**config.mk**
```make
export PLATFORM = sky130hd
export DESIGN_NAME = i2c_flags
export DESIGN_NICKNAME = d
export VERILOG_FILES = /design/src/pkg/flags_pkg.sv /design/src/core/i2c_flags.sv
export SDC_FILE = /design/constraint.sdc
export NUM_CORES = 1
export LEC_CHECK = 0
export BUFFER_PORTS_ARGS = -buffer_cell sky130_fd_sc_hd__buf_2
export CORE_MARGIN = 2
export CORE_UTILIZATION = 35
export CTS_BUF_LIST = sky130_fd_sc_hd__clkbuf_2
export DETAILED_ROUTE_END_ITERATION = 8
export GPL_TIMING_DRIVEN = 0
export SLEW_MARGIN = 30
export SYNTH_ARGS = -nofsm -noshare
export SYNTH_HDL_FRONTEND = slang
export SYNTH_SLANG_ARGS = --single-unit
```
**constraint.sdc**
```tcl
create_clock -name sys_clk -period 3.55 [get_ports sys_clk]
set_input_delay 0.8875 -clock sys_clk [delete_from_list [all_inputs] [get_ports sys_clk]]
set_output_delay 0.8875 -clock sys_clk [all_outputs]
set_load 0.1 [all_outputs]
```
**src/pkg/flags_pkg.sv**
```systemverilog
// holds register offsets, field positions and reset values for the status/mask block
// assumes a 16-bit register port with word indices as addresses
package flags_pkg;
	// ----------------------------------------
	// register map
	// ----------------------------------------
	localparam logic [3:0] STATUS_OFS = 4'h0;
	localparam logic [3:0] MASK_OFS = 4'h1;
	localparam logic [3:0] ADDR_OFS = 4'h2;
	localparam logic [3:0] RX_OFS = 4'h3;
	localparam logic [3:0] TX_OFS = 4'h4;
	localparam logic [3:0] IRQ_ST_OFS = 4'h5;
	localparam logic [3:0] IRQ_EN_OFS = 4'h6;
	// ----------------------------------------
	// status bit positions
	// ----------------------------------------
	localparam int STOP_BIT = 4;
	localparam int START_BIT = 3;
	localparam int DIR_BIT = 2;
	localparam int RXF_BIT = 1;
	localparam int TXF_BIT = 0;
	// ----------------------------------------
	// interrupt event positions and resets
	// ----------------------------------------
	localparam int EV_START = 0;
	localparam int EV_STOP = 1;
	localparam int EV_RX = 2;
	localparam int EV_TXDONE = 3;
	localparam int EV_MATCH = 4;
	localparam int EV_W = 5;
	localparam logic [9:0] MASK_RST = 10'h000;
	localparam logic [9:0] ADDR_RST = 10'h000;
	localparam logic [15:0] ZERO16 = 16'h0000;

	// events from the serial engine
	typedef struct packed {
		logic start_det;
		logic stop_det;
		logic addr_done;
		logic addr_read;
		logic rx_load;
		logic [7:0] rx_byte;
		logic tx_done;
	} link_ev_t;

	typedef struct packed {
		logic [3:0] addr;
		logic [15:0] wdata;
		logic wr;
		logic rd;
	} reg_req_t;
endpackage : flags_pkg

```
**src/core/i2c_flags.sv**
```systemverilog
// holds the bus status flags, address mask comparator and register port
// assumes engine events are one-cycle pulses synchronous to sys_clk
//
// Operation
// - stop-seen flag sets on stop and clears on start or repeated start.
// - start-seen flag sets on start or repeated start and clears on stop.
// - after a slave address byte the direction flag takes one for read, zero for write.
// - rx holding full sets when a received byte is loaded into the rx holding register.
// - reading the rx holding register clears rx holding full.
// - writing the tx holding register sets tx holding full.
// - tx holding full clears when shifting out of the byte completes.
// - address positions whose mask bit is one are ignored in matching.
// - address positions whose mask bit is zero must equal the programmed address.
// - mask upper six bits read zero and the ten mask bits reset to zero.
//
// The register offsets and strobed register access are this design's own decisions.
`timescale 1ns/1ns
module i2c_flags
	import flags_pkg::*;
#(
	parameter int ADDR_W = 10
) (
	input wire logic sys_clk,
	input wire logic rst,
	input wire reg_req_t req,
	output logic [15:0] rdata,
	input wire link_ev_t ev,
	input wire logic [9:0] rx_addr,
	input wire logic addr_10bit,
	output logic addr_match,
	output logic [7:0] tx_byte,
	output logic tx_load,
	output logic irq
);
	// ----------------------------------------
	// elaboration check
	// ----------------------------------------
	if (ADDR_W != 10) begin : g_chk
		$error("ADDR_W must be 10");
	end

	// ----------------------------------------
	// state
	// ----------------------------------------
	logic stop_r, stop_nxt, start_r, start_nxt, dir_r, dir_nxt;
	logic rxf_r, rxf_nxt, txf_r, txf_nxt;
	logic [ADDR_W-1:0] mask_r, mask_nxt, addr_r, addr_nxt;
	logic [7:0] rxh_r, rxh_nxt, txh_r, txh_nxt;
	logic [EV_W-1:0] ist_r, ist_nxt, ien_r, ien_nxt, evv;
	logic [15:0] rdata_nxt;
	logic match_nxt, match_r, tx_load_nxt, tx_load_r, irq_nxt, irq_r;
	logic [ADDR_W-1:0] cmp_diff;

	// ----------------------------------------
	// address comparator
	// ----------------------------------------
	// masked compare; seven-bit uses low bits with upper forced equal
	always_comb begin
		cmp_diff = (rx_addr ^ addr_r) & ~mask_r;
		if (!addr_10bit) begin
			cmp_diff[9:7] = 3'h0;
		end
		match_nxt = ev.addr_done && (cmp_diff == 10'h000);
	end

	// ----------------------------------------
	// flag and register next values
	// ----------------------------------------
	// next values of flags and registers
	always_comb begin
		stop_nxt = stop_r;
		start_nxt = start_r;
		dir_nxt = dir_r;
		rxf_nxt = rxf_r;
		txf_nxt = txf_r;
		mask_nxt = mask_r;
		addr_nxt = addr_r;
		rxh_nxt = rxh_r;
		txh_nxt = txh_r;
		ien_nxt = ien_r;
		tx_load_nxt = 1'b0;
		if (ev.stop_det) begin
			stop_nxt = 1'b1;
			start_nxt = 1'b0;
		end
		if (ev.start_det) begin
			stop_nxt = 1'b0;
			start_nxt = 1'b1;
		end
		if (ev.addr_done) begin
			dir_nxt = ev.addr_read;
		end
		// software read clear first so a same-cycle load wins
		if (req.rd && req.addr == RX_OFS) begin
			rxf_nxt = 1'b0;
		end
		if (ev.rx_load) begin
			rxf_nxt = 1'b1;
			rxh_nxt = ev.rx_byte;
		end
		if (ev.tx_done) begin
			txf_nxt = 1'b0;
		end
		if (req.wr) begin
			case (req.addr)
				MASK_OFS: mask_nxt = req.wdata[9:0];
				ADDR_OFS: addr_nxt = req.wdata[9:0];
				TX_OFS: begin
					txh_nxt = req.wdata[7:0];
					txf_nxt = 1'b1;
					tx_load_nxt = 1'b1;
				end
				IRQ_EN_OFS: ien_nxt = req.wdata[EV_W-1:0];
				default: ;
			endcase
		end
	end

	// ----------------------------------------
	// interrupt status
	// ----------------------------------------
	// sticky events: set wins over write-one clear
	always_comb begin
		evv = '0;
		evv[EV_START] = ev.start_det;
		evv[EV_STOP] = ev.stop_det;
		evv[EV_RX] = ev.rx_load;
		evv[EV_TXDONE] = ev.tx_done;
		evv[EV_MATCH] = match_nxt;
		ist_nxt = ist_r;
		if (req.wr && req.addr == IRQ_ST_OFS) begin
			ist_nxt = ist_r & ~req.wdata[EV_W-1:0];
		end
		ist_nxt = ist_nxt | evv;
		irq_nxt = |(ist_nxt & ien_nxt);
	end

	// ----------------------------------------
	// register read port
	// ----------------------------------------
	// read mux; unmapped and unimplemented bits read zero
	always_comb begin
		rdata_nxt = ZERO16;
		if (req.rd) begin
			case (req.addr)
				STATUS_OFS: begin
					rdata_nxt[STOP_BIT] = stop_r;
					rdata_nxt[START_BIT] = start_r;
					rdata_nxt[DIR_BIT] = dir_r;
					rdata_nxt[RXF_BIT] = rxf_r;
					rdata_nxt[TXF_BIT] = txf_r;
				end
				MASK_OFS: rdata_nxt[9:0] = mask_r;
				ADDR_OFS: rdata_nxt[9:0] = addr_r;
				RX_OFS: rdata_nxt[7:0] = rxh_r;
				TX_OFS: rdata_nxt[7:0] = txh_r;
				IRQ_ST_OFS: rdata_nxt[EV_W-1:0] = ist_r;
				IRQ_EN_OFS: rdata_nxt[EV_W-1:0] = ien_r;
				default: rdata_nxt = ZERO16;
			endcase
		end
	end

	// ----------------------------------------
	// bus condition and buffer flags
	// ----------------------------------------
	// flags drop to zero on reset; the engine must not pulse during it
	always_ff @(posedge sys_clk) begin
		if (rst) begin
			stop_r <= 1'b0;
			start_r <= 1'b0;
			dir_r <= 1'b0;
			rxf_r <= 1'b0;
			txf_r <= 1'b0;
		end else begin
			stop_r <= stop_nxt;
			start_r <= start_nxt;
			dir_r <= dir_nxt;
			rxf_r <= rxf_nxt;
			txf_r <= txf_nxt;
		end
	end

	// ----------------------------------------
	// software registers
	// ----------------------------------------
	// mask, own address, holding bytes and enable
	always_ff @(posedge sys_clk) begin
		if (rst) begin
			mask_r <= MASK_RST;
			addr_r <= ADDR_RST;
			rxh_r <= 8'h00;
			txh_r <= 8'h00;
			ien_r <= '0;
			tx_load_r <= 1'b0;
		end else begin
			mask_r <= mask_nxt;
			addr_r <= addr_nxt;
			rxh_r <= rxh_nxt;
			txh_r <= txh_nxt;
			ien_r <= ien_nxt;
			tx_load_r <= tx_load_nxt;
		end
	end

	// ----------------------------------------
	// interrupt and match outputs
	// ----------------------------------------
	// irq is registered from next values so it moves with the status bit
	always_ff @(posedge sys_clk) begin
		if (rst) begin
			ist_r <= '0;
			match_r <= 1'b0;
			irq_r <= 1'b0;
		end else begin
			ist_r <= ist_nxt;
			match_r <= match_nxt;
			irq_r <= irq_nxt;
		end
	end

	// read data flop; zero outside the cycle after a read strobe
	always_ff @(posedge sys_clk) begin
		if (rst) begin
			rdata <= ZERO16;
		end else begin
			rdata <= rdata_nxt;
		end
	end

	// outputs straight from their flops
	assign addr_match = match_r;
	assign tx_load = tx_load_r;
	assign tx_byte = txh_r;
	assign irq = irq_r;
endmodule : i2c_flags

```
; Word-level counts from Yosys, hierarchy flattened
; Cells that the tools add are included.
[word_totals]
output_inout_bits = 27
ff_bits = 70
inputBits = 49
wordCells = 60
[op_classes]
n_mux = 15
bitwise_logic = 9
n_reduce_logical = 14
eq_ne = 6
[ops]
columns = operator, count
row1 = $pmux W5 S7, 1
row2 = $mux W5, 3
row3 = $eq A4 B3 Y1 const B, 3
row4 = $pmux W3 S4, 1
row5 = $and A10 B10 Y10, 1
row6 = $and A5 B5 Y5, 2
row7 = $logic_not A10 Y1, 1
row8 = $not A10 Y10, 1
row9 = $xor A10 B10 Y10, 1
row10 = $eq A4 B2 Y1 const B, 2
row11 = $mux W1, 8
row12 = $reduce_and A2 Y1, 3
row13 = $reduce_or A2 Y1, 3
row14 = $not A5 Y5, 1
row15 = $or A5 B5 Y5, 1
row16 = $reduce_or A5 Y1, 1
row17 = $eq A4 B1 Y1 const B, 1
row18 = $logic_not A4 Y1, 1
row19 = $pmux W2 S2, 1
row20 = $reduce_bool A2 Y1, 2
row21 = $logic_and A1 B1 Y1, 3
row22 = $mux W3, 1
row23 = $not A1 Y1, 2

; Longest topological paths before layout
[depth]
ltp_word = 8
ltp_mapped = 7
ltp_nobuf = 5

; Least setup slack after synthesis
; Ideal clock, no wire load.
[synth_path]
path_type = input to register
startpoint = input port req[21] (netlist name)
endpoint = register irq_r, in the netlist irq
arrival_ns = 2.112
t_required_ns = 3.416
stages = 6
setup_time_ns = 0.134
slack_ns = 1.305
n_path_buf = 1
path_cell_list = buf_6 > nand3b_4 > nor2_2 > mux2_4 > a2111oi_2 > o22ai_1
[synth_via]
elab_chain_len = 6
elab_cells_between_ends = 9
classes_between = eq/ne (2) / mux (3) / bitwise (2) / reduce/logical (2)
[synth_rtl]
columns = element, line
row1 = "start, declared", i2c_flags.sv:25  ; input wire reg_req_t req,
row2 = $eq A4 B3 Y1, i2c_flags.sv:131  ; if (req.wr && req.addr == IRQ_ST_OFS) begin
row3 = $logic_and A1 B1 Y1, i2c_flags.sv:131
row4 = $mux W5, i2c_flags.sv:131
row5 = $or A5 B5 Y5, i2c_flags.sv:134  ; ist_nxt = ist_nxt | evv;
row6 = $and A5 B5 Y5 *, i2c_flags.sv:135  ; irq_nxt = |(ist_nxt & ien_nxt);
row7 = $reduce_or A5 Y1 *, i2c_flags.sv:135
row8 = "end signal, assigned", i2c_flags.sv:218  ; irq_r <= irq_nxt;
row9 = "end, declared", i2c_flags.sv:51  ; logic match_nxt, match_r, tx_load_nxt, tx_load_r, irq_nxt, irq_r;
; Every way passes the cells marked *; elsewhere a longest branch is shown, timed or not.
; A chain may end at the register's enable or synchronous reset.

; Worst setup path after layout
[layout_path]
startpoint = register txh_r[1], in the netlist tx_byte[1]
endpoint = output port tx_byte[1]
[layout_rtl]
columns = element, line
row1 = "start, declared", i2c_flags.sv:48  ; logic [7:0] rxh_r, rxh_nxt, txh_r, txh_nxt;
row2 = "start signal, assigned", i2c_flags.sv:200  ; txh_r <= txh_nxt;
row3 = "end, declared", i2c_flags.sv:31  ; output logic [7:0] tx_byte,
; No word-level cell between the ends.

==> impl_metrics.csv <==
group,metric,value,unit
hold_path,hold_class,"reg -> reg",
die,rows,33,
cts,clkTransAtPathRegs,0.16,ns
timing,min_period,2.23,ns
final_layout,stdcell_area,3430,um2
timing,tns,0,ns
die,initial_core_util,0.358,
die,pin_count,76,
route,wl_per_cell,16.5,um
setup_path,startpoint_type,"flop",
cts,clock-sinks,64,
grt,grt_pass1_wl,12.9,mm
die,fp.dieW,95.2,um
setup_path,max_stage_delay,0.44,ns
timing,tightest_slew,0.895,ns
cts,cts_buffers,9,
final_layout,area_delta_synth_final,17.9,%
logic_synthesis,syn_area_per_cell,9.16,um2
timing,worst_slack,1.32,ns
pwr,p_per_area,379,nW/um2
setup_path,worstReg2RegStart,"addr_r[0]$_SDFFE_PP0P_",
logic_synthesis,synth_most_common_cell,"dfxtp_1",
placement,place_inst,487,
logic_synthesis,synth_edf_count,0,
timing,rsz0062_at_grt,"no",
die,core_area,8130,um2
logic_synthesis,synth_warnings,0,
setup_path,arrival,1.34,ns
cts,cts_tree,"built",
final_layout,fin_cells,502,
cts,post_cts_resized,0,
setup_path,critPathKind,"reg -> out",
final_layout,fill_cells,844,
placement,dp_hpwl,6.22,mm
logic_synthesis,ys_seq_elements,64,
pwr,ir_drop,0.121,mV
setup_path,worst-path-max-fanout,3,
logic_synthesis,synth_area,2910,um2
run,maxCapViolations,0,
setup_path,path_cells,"buf_2",
cts,clock_latency,0.50,ns
cts,cts_setup_buffers,0,
route,dr.pass1.iters,4,
timing,fin_crit_sh,0.628,
grt,grt_max_degree,11,
setup_path,worstSetupEndpointType,"primary output",
grt,grt_pass1_vias,2455,
cts,cts_hold_buf,0,
setup_path,crit_start,"tx_byte[1]$_SDFFE_PP0P_",
cts,clock_path_buffers,2,
final_layout,antenna_cells,0,
logic_synthesis,ys_seq_area_frac,0.440,
logic_synthesis,synth_cell_type_count,48,
setup_path,required,2.66,ns
route,postRouteAntennaNets,0,
final_layout,fin_nets,442,
route,first_iter_violations,179,
placement,pre_cts_ws,0.986,ns
route,vias,2559,
timing,finalHoldViolations,0,
placement,io_buffer_count,59,
timing,clock_skew,0.0127,ns
logic_synthesis,synthArstFlopShare,0,
hold_path,min_from,"tx_byte[6]$_SDFFE_PP0P_",
setup_path,critPathTopFamily,"buffers and inverters",
timing,final_max_slew_viol_count,0,
route,totalWireLength,8.30,mm
die,die_area,9060,um2
logic_synthesis,yosysTopAreaCellShare,0.440,
route,viasPerCell,5.10,
logic_synthesis,synth_area_leaders,"dfxtp_1, mux2i_1, nor2_1, nand3_1, a21oi_1",
cts,cts-root-buf,"clkbuf_2",
route,post-route-drc-count,0,
placement,place_congestion,0.914,
logic_synthesis,synthFlopType,"dfxtp_1",
run_status,status,"finished clean",
grt,grt.total_usage,0.191,
pwr,power.total,1.30,mW
timing,fmax,449,MHz
grt,grt_overflow,0,
timing,max_slew_margin,0.403,
cts,htreeDepth,3,
logic_synthesis,yosysTopAreaCell,"dfxtp_1",
setup_path,cp_slowest_cell,"buf_2",
die,die_h,95.2,um
pwr,leakage,1.57,nW
grt,antenna_found_initial,0,
timing,final-setup-viol-count,0,
final_layout,drive_above_1_share,0.259,
logic_synthesis,ys_top_cells_by_count,"dfxtp_1, nor2_1, mux2i_1",
setup_path,path_buf_inv,1,
placement,place_area,3360,um2
logic_synthesis,synth_cells,318,
## cells by family after synthesis
group | after synthesis | share of synthesized area
AOI/OAI and AO/OA | 58 | 0.138
and+or+nand+nor | 111 | 0.182
buffers and inverters | 32 | 0.0563
muxes | 42 | 0.153
DFF | 64 | 0.440
other | 1 | 0.00129
xor gates and xnor gates | 10 | 0.0301
## layer usage
metal	routed length, um	vias to the layer above	part of all wire	GRT usage
li1	-	1262	-	-
met1	3780	1187	0.46	0.257
met2	3870	98	0.47	0.309
met3	492	12	0.059	0.0269
met4	155	0	0.019	0.0737
met5	0	-	0	0
## final timing paths
path | end | slack (ns) | depth (start not counted)
worst max-delay path | tx_byte[1] | 1.32 | 1
worst min-delay path | tx_byte[6]$_SDFFE_PP0P_ | 0.49 | 2
worst max register to register | irq$_SDFF_PP0_ | 1.99 | 5
worst min register to register | tx_byte[6]$_SDFFE_PP0P_ | 0.49 | 2
## sequential cells by signal, summed over array words and instances, names as in the netlist, 5 cells and up
register and flops:
ien_r 5, rxh_r 8, tx_byte 8, mask_r 10, rdata 10, ist_r 5, addr_r 10
## report_power, final
group          total (mW)  internal (mW)  switching [mW]
Combinational       0.207         0.0685           0.138
Clock               0.347          0.103           0.244
Sequential          0.747          0.736          0.0107
## layout by cell type, fill, tap and decap left out, types with 2 or more instances in the layout
master / instances
mux2i_1: 34
a22oi_1: 5
clkbuf_2: 14
nand2b_1: 7
nor2_1: 52
nor2b_1: 2
and2_1: 2
o21ai_0: 7
buf_1: 2
a32oi_1: 2
nor3b_1: 2
a221oi_1: 3
o32ai_2: 2
mux2_1: 5
dfxtp_1: 64
buf_2: 70
conb_1: 6
a21oi_1: 22
buf_4: 6
clkbuf_1: 8
xnor2_1: 10
o22ai_1: 6
nand3_1: 23
inv_1: 2
nand2_1: 12
nor3_1: 2
a22o_1: 4
## layout make-up
type | instances | area (um2) | share of cell area
clock inverter | 1 | 5.00 | 0.00146
buffer | 28 | 149 | 0.0434
inverter | 4 | 15.0 | 0.00437
tap | 105 | 131 | 0.0383
timing repair buffer | 59 | 295 | 0.0860
sequential | 64 | 1280 | 0.373
clock buffer | 14 | 70.1 | 0.0204
multi-input combinational | 227 | 1490 | 0.433
## through the flow
| stage | util | hold WS [ns] |
|---|---|---|
| after floorplan | - | 0.446 |
| after global placement | 0.413 | 0.462 |
| after detailed placement | 0.413 | 0.467 |
| after CTS | 0.422 | 0.488 |
| after global routing | 0.422 | 0.502 |
| final | 0.422 | 0.487 |
Power figures use the tool's default switching activity.
